**src/suvm_pkg.sv**
```systemverilog
// package: register map, field positions, reset values and frame constants
package suvm_pkg;

  // ****************
  // register map
  // ****************
  localparam logic [11:0] VLAN_FWD_OFFSET  = 12'h328;
  localparam logic [11:0] MAC_CTRL_OFFSET  = 12'h330;
  localparam logic [11:0] PORT_CFG_OFFSET  = 12'h340;
  localparam logic [11:0] FRAME_IN_OFFSET  = 12'h344;
  localparam logic [11:0] VERDICT_OFFSET   = 12'h348;

  // ****************
  // field positions
  // ****************
  localparam int VLAN_EN_BIT     = 31;
  localparam int ALT_BACKOFF_BIT = 7;
  localparam int LEN_CHECK_BIT   = 3;
  localparam int FC_DROP_BIT     = 1;
  localparam int AGGR_BACKOFF_BIT = 0;

  // ****************
  // reset values
  // ****************
  localparam logic [3:0]  VLAN_FWD_RESET = 4'h0;
  localparam logic [7:0]  MAC_CTRL_RESET = 8'h0E;
  localparam logic [2:0]  PORT_CFG_RESET = 3'h0;

  // ****************
  // frame constants
  // ****************
  localparam logic [15:0] FC_ETHERTYPE   = 16'h8808;
  localparam logic [47:0] FC_DEST_ADDR   = 48'h0180C2000001;
  localparam logic [15:0] LEN_FIELD_MAX  = 16'h05DC;

  typedef enum logic [1:0] {
    SUVM_CLASS_VLAN,
    SUVM_CLASS_UCAST,
    SUVM_CLASS_MCAST,
    SUVM_CLASS_KNOWN
  } suvm_class_t;

endpackage

```
**src/suvm_ctrl.sv**
```systemverilog
// module: unknown-vlan forwarding and mac filter/back-off control registers
//
// Local design decision: register access over Avalon-MM.
`timescale 1ns/1ps
// Overview of operation
// - global enable forwards unknown vlan frames
// - bits 2..0 select ports 3..1
// - enable and port bits reset to zero
// - precedence: vlan, then unicast, then multicast
// - alternate back-off only on half-duplex ports
// - length check discards mismatched short-length frames
// - drop mode set: ethertype or address drops
// - drop mode clear: ethertype and address drops
// - aggressive back-off on half-duplex when set
module suvm_ctrl #(
  parameter int NUM_PORTS = 3
) (
  input  wire logic                 mclk,
  input  wire logic                 rst_n,
  input  wire logic                 clk_en,
  // avalon-mm slave
  input  wire logic [11:0]          avs_address,
  input  wire logic                 avs_read,
  input  wire logic                 avs_write,
  input  wire logic [31:0]          avs_writedata,
  input  wire logic [3:0]           avs_byteenable,
  output logic      [31:0]          avs_readdata,
  output logic                      avs_waitrequest,
  output logic      [1:0]           avs_response,
  // frame classification request (same clock)
  input  wire logic                 frm_valid,
  input  wire logic                 frm_unknown_vlan,
  input  wire logic                 frm_unknown_ucast,
  input  wire logic                 frm_unknown_mcast,
  input  wire logic [15:0]          frm_type_len,
  input  wire logic [15:0]          frm_payload_len,
  input  wire logic [47:0]          frm_dest_addr,
  input  wire logic [NUM_PORTS-1:0] frm_fwd_ucast,
  input  wire logic [NUM_PORTS-1:0] frm_fwd_mcast,
  input  wire logic [NUM_PORTS-1:0] frm_fwd_known,
  // per-port duplex status (same clock)
  input  wire logic [NUM_PORTS-1:0] port_half_duplex,
  // verdict
  output logic                      vrd_valid,
  output logic                      vrd_drop,
  output logic      [NUM_PORTS-1:0] vrd_port_mask,
  output logic      [1:0]           vrd_class,
  // back-off controls toward the port macs
  output logic      [NUM_PORTS-1:0] port_alt_backoff,
  output logic      [NUM_PORTS-1:0] port_aggr_backoff
);

  // ****************
  // registers
  // ****************
  logic                 vlan_fwd_en;
  logic [NUM_PORTS-1:0] vlan_fwd_ports;
  logic [7:0]           mac_ctrl;
  logic [2:0]           frames_dropped;
  logic                 bus_ack;
  logic                 req;
  logic                 hit;
  logic [31:0]          next_readdata;

  assign req = (avs_read | avs_write) & ~bus_ack;

  function automatic logic mapped(input logic [11:0] a);
    mapped = (a == suvm_pkg::VLAN_FWD_OFFSET) || (a == suvm_pkg::MAC_CTRL_OFFSET) ||
             (a == suvm_pkg::VERDICT_OFFSET);
  endfunction

  assign hit = mapped(avs_address);

  // ****************
  // write decode
  // ****************
  // a write lands only on the edge that sees the acknowledge; the master holds
  // its request through that edge, and bus_ack masks req there, so a held
  // request is applied exactly once and never taken a second time
  logic wr_vlan;
  logic wr_mac;

  function automatic logic wr_sel(input logic [11:0] a, input logic [11:0] o);
    wr_sel = (a == o);
  endfunction

  assign wr_vlan = clk_en && bus_ack && avs_write &&
                   wr_sel(avs_address, suvm_pkg::VLAN_FWD_OFFSET);
  assign wr_mac  = clk_en && bus_ack && avs_write &&
                   wr_sel(avs_address, suvm_pkg::MAC_CTRL_OFFSET);

  // ****************
  // bus handshake
  // ****************
  // one wait cycle per access: ack high the cycle after the request is seen
  // waitrequest, read data and response all stand for that one cycle only
  always_ff @(posedge mclk) begin
    if (!rst_n) begin
      bus_ack <= 1'b0;
    end else if (clk_en) begin
      bus_ack <= req;
    end
  end

  // ****************
  // read mux
  // ****************
  always_comb begin
    next_readdata = 32'h0000_0000;
    case (avs_address)
      suvm_pkg::VLAN_FWD_OFFSET: begin
        next_readdata[suvm_pkg::VLAN_EN_BIT] = vlan_fwd_en;
        next_readdata[NUM_PORTS-1:0] = vlan_fwd_ports;
      end
      suvm_pkg::MAC_CTRL_OFFSET: begin
        next_readdata[7:0] = mac_ctrl;
      end
      suvm_pkg::VERDICT_OFFSET: begin
        next_readdata[2:0] = frames_dropped;
      end
      default: begin
        next_readdata = 32'h0000_0000;
      end
    endcase
  end

  always_ff @(posedge mclk) begin
    if (!rst_n) begin
      avs_waitrequest <= 1'b1;
      avs_readdata    <= 32'h0000_0000;
      avs_response    <= 2'h0;
    end else if (clk_en) begin
      avs_waitrequest <= ~req;
      avs_readdata    <= (req && avs_read) ? next_readdata : 32'h0000_0000;
      avs_response    <= (req && !hit) ? 2'h3 : 2'h0;
    end
  end

  // ****************
  // register storage
  // ****************
  // writes take effect on the acknowledging edge
  always_ff @(posedge mclk) begin
    if (!rst_n) begin
      vlan_fwd_en    <= suvm_pkg::VLAN_FWD_RESET[3];
      vlan_fwd_ports <= suvm_pkg::VLAN_FWD_RESET[NUM_PORTS-1:0];
    end else if (wr_vlan) begin
      if (avs_byteenable[3]) begin
        vlan_fwd_en <= avs_writedata[suvm_pkg::VLAN_EN_BIT];
      end
      if (avs_byteenable[0]) begin
        vlan_fwd_ports <= avs_writedata[NUM_PORTS-1:0];
      end
    end
  end

  always_ff @(posedge mclk) begin
    if (!rst_n) begin
      mac_ctrl <= suvm_pkg::MAC_CTRL_RESET;
    end else if (wr_mac && avs_byteenable[0]) begin
      mac_ctrl <= avs_writedata[7:0];
    end
  end

  // ****************
  // frame verdict
  // ****************
  logic                 is_fc_type;
  logic                 is_fc_addr;
  logic                 fc_drop;
  logic                 len_drop;
  logic                 next_drop;
  logic [NUM_PORTS-1:0] next_mask;
  logic [1:0]           next_class;
  logic                 alt_backoff_en;
  logic                 len_check_en;
  logic                 fc_drop_any;
  logic                 aggr_backoff_en;

  // named views of the control byte; bits 6:4 and 2 are plain storage
  assign alt_backoff_en  = mac_ctrl[suvm_pkg::ALT_BACKOFF_BIT];
  assign len_check_en    = mac_ctrl[suvm_pkg::LEN_CHECK_BIT];
  assign fc_drop_any     = mac_ctrl[suvm_pkg::FC_DROP_BIT];
  assign aggr_backoff_en = mac_ctrl[suvm_pkg::AGGR_BACKOFF_BIT];

  // ****************
  // frame filters
  // ****************
  assign is_fc_type = (frm_type_len == suvm_pkg::FC_ETHERTYPE);
  assign is_fc_addr = (frm_dest_addr == suvm_pkg::FC_DEST_ADDR);
  assign fc_drop = fc_drop_any ? (is_fc_type | is_fc_addr)
                               : (is_fc_type & is_fc_addr);
  assign len_drop = len_check_en &&
                    (frm_type_len < suvm_pkg::LEN_FIELD_MAX) &&
                    (frm_payload_len != frm_type_len);

  // ****************
  // classification
  // ****************
  // precedence: unknown vlan, then unicast, then multicast, else known
  // a dropped frame keeps its class but shows an empty port mask
  always_comb begin
    next_mask  = frm_fwd_known;
    next_class = suvm_pkg::SUVM_CLASS_KNOWN;
    if (frm_unknown_vlan) begin
      next_class = suvm_pkg::SUVM_CLASS_VLAN;
      next_mask  = vlan_fwd_en ? vlan_fwd_ports : '0;
    end else if (frm_unknown_ucast) begin
      next_class = suvm_pkg::SUVM_CLASS_UCAST;
      next_mask  = frm_fwd_ucast;
    end else if (frm_unknown_mcast) begin
      next_class = suvm_pkg::SUVM_CLASS_MCAST;
      next_mask  = frm_fwd_mcast;
    end
    next_drop = fc_drop | len_drop | (next_mask == '0);
    if (next_drop) begin
      next_mask = '0;
    end
  end

  // ****************
  // verdict outputs
  // ****************
  always_ff @(posedge mclk) begin
    if (!rst_n) begin
      vrd_valid <= 1'b0;
    end else if (clk_en) begin
      vrd_valid <= frm_valid;
    end
  end

  always_ff @(posedge mclk) begin
    if (!rst_n) begin
      vrd_drop <= 1'b0;
    end else if (clk_en) begin
      vrd_drop <= frm_valid & next_drop;
    end
  end

  always_ff @(posedge mclk) begin
    if (!rst_n) begin
      vrd_port_mask <= '0;
    end else if (clk_en) begin
      vrd_port_mask <= frm_valid ? next_mask : '0;
    end
  end

  always_ff @(posedge mclk) begin
    if (!rst_n) begin
      vrd_class <= 2'h0;
    end else if (clk_en) begin
      vrd_class <= frm_valid ? next_class : 2'h0;
    end
  end

  // ****************
  // drop counter
  // ****************
  // saturating drop counter, visible to software; it stops at its top value
  // so a burst of drops cannot wrap round to a misleading small count
  always_ff @(posedge mclk) begin
    if (!rst_n) begin
      frames_dropped <= 3'h0;
    end else if (clk_en && frm_valid && next_drop && frames_dropped != 3'h7) begin
      frames_dropped <= frames_dropped + 3'h1;
    end
  end

  // ****************
  // back-off controls
  // ****************
  // one flop pair per port; a port sees neither mode from the cycle after it turns full duplex, so the
  // port macs need no duplex qualification of their own
  genvar gp;
  generate
    for (gp = 0; gp < NUM_PORTS; gp++) begin : g_port
      always_ff @(posedge mclk) begin
        if (!rst_n) begin
          port_alt_backoff[gp] <= 1'b0;
        end else if (clk_en) begin
          port_alt_backoff[gp] <= port_half_duplex[gp] & alt_backoff_en;
        end
      end

      always_ff @(posedge mclk) begin
        if (!rst_n) begin
          port_aggr_backoff[gp] <= 1'b0;
        end else if (clk_en) begin
          port_aggr_backoff[gp] <= port_half_duplex[gp] & aggr_backoff_en;
        end
      end
    end
  endgenerate

endmodule // suvm_ctrl

```
**config.mk**
```make
export PLATFORM = sky130hd
export DESIGN_NAME = suvm_ctrl
export DESIGN_NICKNAME = d
export VERILOG_FILES = /design/src/suvm_pkg.sv /design/src/suvm_ctrl.sv
export SDC_FILE = /design/constraint.sdc
export NUM_CORES = 1
export LEC_CHECK = 0
export BUFFER_PORTS_ARGS = -buffer_cell sky130_fd_sc_hd__buf_4
export CAP_MARGIN = 0
export CORE_MARGIN = 2
export CORE_UTILIZATION = 39
export DETAILED_ROUTE_END_ITERATION = 7
export GPL_TIMING_DRIVEN = 0
export HOLD_SLACK_MARGIN = 0.15
export PLACE_DENSITY = 0.88
export SYNTH_ARGS = -nofsm -noshare
export SYNTH_HDL_FRONTEND = slang
export SYNTH_SLANG_ARGS = --single-unit
```
**constraint.sdc**
```tcl
create_clock -name mclk -period 2 [get_ports mclk]
set_input_delay 0.2 -clock mclk [delete_from_list [all_inputs] [get_ports mclk]]
set_output_delay 0.2 -clock mclk [all_outputs]
set_load 0.02 [all_outputs]
```
==> flow_summary.yaml <==
status:
  run_status: "finished clean"
floorplanning:
  die_h_um: 81.8
  placementRows: 28
  die_w_um: 81.8
  initial_utilization_pct: 40.1
  die_area_um2: 6690
  boundaryPins: 197
  coreArea_um2: 5890
placement:
  placed_cells_incl_taps: 516
  dp_hpwl_um: 6040
  gp_routability_congestion: 0.805
  port-buffer-count: 148
  post-place-ws_ns: -0.248
synth:
  synth.distinct_cells: 36
  share_of_synthesized_area_occupied_by_flip_flops_and_latches_pct: 34.0
  syn_area_um2: 2360
  async_reset_ff_share_pct: 0
  syn-mean-instance-area_um2: 8.70
  synth-edff-count: 0
  synth.ff_latch_count: 40
  yosys_warnings: 0
  synthesized_instance_count: 271
  synth-main-ff-cell: "dfxtp_1"
clock_network:
  cts_buffers: 5
  clock_insertion_delay_worst_skew_ns: 0.29
  clock_sink_count: 40
  ctsRootBufferMaster: "clkbuf_8"
  clock_tree_from_tritoncts: "yes"
  cts.reportedPaths.clkPinSlew_ns: 0.08
  clock_tree.htree_level_count: 2
  cts-root-to-sink-buffers: 2
  post_cts_buffers: 0
sta:
  min_period_over_period_pct: 91.8
  setup_viol: 0
  worst_slew_pin_slew_ns: 0.494
  drv_slew: 0
  slew_headroom_pct: 66.6
  worst_slack_ns: 0.164
  whs_ns: 0.160
  max_freq_mhz: 545
  finalClockSkew_ns: 0.00742
  timing.final.hold_violations: 0
  period_needed_ns: 1.84
  grt_setup_unrepaired: "false"
route:
  ratio_of_routed_vias_to_standard_cells: 4.88
  wl_per_cell_um: 13.9
  detailedRoute.firstIterationViolations: 102
  drcViolationCount: 0
  vias: 2572
  drt-total-wl_um: 7340
  antenna_violating_nets_post_route: 0
  drt_pass1_iterations: 4
pwr:
  power_per_cell_area_nw_per_um2: 482
  sw_ratio_pct: 26.1
  power.internal_mw: 1.35
  post-layout-total-power_mw: 1.82
  power.combinational.fraction_pct: 24.4
  pwr-share-clk_pct: 30.9
  leakagePower_nw: 1.79
  worst_ir_drop_on_vdd_mv: 0.358
  p_switching_uw: 475
  share_seq_of_total_power_pct: 44.7
cells_and_area:
  syn_to_final_growth_pct: 60.3
  finish.net_count: 602
  num_antenna_cells: 0
  non_filler_cells_final: 527
  layout_cells_sized_above_1_pct: 40.9
  num-fill-cells: 497
  most_common_cell_after_layout_fill_and_taps_aside: "buf_4"
  most-common-layout-cells: "172 x buf_4, 40 x dfxtp_1, 23 x nor2b_1, 23 x conb_1, 20 x mux2i_1"
global_routing:
  global_route_total_overflow: 0
  number_of_global_route_vias_before_repair: 2573
  antenna_found_initial: 0
  grt_start_max_net_pins: 13
  first_pass_grt_wire_length_um: 11500
  grt_util_all_layers_pct: 22.0
setup_path:
  worstPathRequired_ns: 2.18
  crit_arrival_ns: 2.01
  worstSetupStartpointType: "input port"
  crit_fanout: 3
  worst-setup-path-type: "in -> reg"
  endpoint_kind: "register"
flow_run:
  maxcap_violations: 0
min_path:
  worstHoldPathType: "in -> reg"
-- state kept, by name (all words and copies together), names as in the netlist --
name / flops
vrd_class: 2
vrd_valid: 1
frames_dropped: 3
vlan_fwd_ports: 3
avs_response: 1
vlan_fwd_en: 1
vrd_port_mask: 3
mac_ctrl: 8
vrd_drop: 1
bus_ack: 1
avs_waitrequest: 1
port_alt_backoff: 3
avs_readdata: 9
port_aggr_backoff: 3
-- what timing repair did --
item                                    in CTS  in global routing
endpoints found under the setup margin       0                  4
hold buffers                                 3                  0
resized for setup                            0                  2
endpoints found under the hold margin        3                  0
-- Yosys cell counts, drive strengths merged, types with 7 or more instances --
master / number / area share, %
dfxtp: 40 / 34
nor2: 8 / 1.3
xor2: 16 / 5.9
a21boi: 9 / 2.9
a21oi: 7 / 1.5
nor2b: 23 / 6.1
nor4: 12 / 3.2
nor4b: 8 / 3.0
nand2b: 14 / 3.7
clkbuf: 8 / 1.3
buf: 25 / 7.9
nand3: 12 / 2.5
mux2i: 20 / 8.5
nand2: 13 / 2.1
-- through the flow --
stage	cell area [µm²]	setup TNS, ns	utilization, %
after global placement	3650	-1.27	61.9
after floorplan	2440	0	-
after global routing	3780	0	64.2
after detailed placement	3650	-2.04	61.9
final	3780	0	64.2
after CTS	3770	0	64.1
-- cell families (layout without fill, tap and decap cells) --
| group | after synthesis | count (layout) | synth area share (%) |
|---|---|---|---|
| simple gates | 116 | 116 | 28.9 |
| flops | 40 | 40 | 34.0 |
| buf+inv | 39 | 198 | 10.1 |
| compound gates | 33 | 33 | 9.55 |
| mux | 23 | 23 | 9.92 |
| xor+xnor | 16 | 16 | 5.94 |
| fa+ha+maj | 3 | 3 | 1.49 |
| other cells | 1 | 23 | 0.159 |
-- power groups by stage --
stage	combinational (mW)	sequential, mW	clock (mW)
after detailed placement	0.436	0.833	0
after global placement	0.426	0.832	0
after CTS	0.442	0.814	0.574
after floorplan	0.181	0.841	0
final	0.445	0.815	0.563
after global routing	0.483	0.816	0.600
-- layout make-up --
cell class	count	area (µm²)	area share (%)
multi-input cells	214	1410	37.4
repair buffers	151	1140	30.2
flip-flops and latches	40	801	21.2
plain buffers	33	215	5.69
well taps	75	93.8	2.48
clock buffers	7	86.3	2.28
inverters	6	22.5	0.596
clock inverters	1	7.51	0.199
-- worst max-delay path: stages --
cell	delay, ns
buf_4	0.12
or4_1	0.51
nor4_1	0.31
maj3_1	0.24
nor3_1	0.07
or3_1	0.29
buf_2	0.16
mux2i_1	0.12
-- path summary, 6_finish.rpt --
kind                                      startpoint                    to  slack, ns  cells after the start
worst min-delay path                avs_writedata[7]           mac_ctrl[7]       0.16                      3
worst max register to register           vlan_fwd_en     frames_dropped[0]       0.38                      7
worst max-delay path                 frm_type_len[0]     frames_dropped[0]       0.16                      8
worst min register to register  port_aggr_backoff[2]  port_aggr_backoff[2]       0.48                      2
-- metal layers --
metal	track usage [%]	share of wire [%]
met1	26.0	39
met3	5.60	9.5
met5	0	0
met2	39.5	50
met4	5.83	0.95
Power figures use the tool's default switching activity.
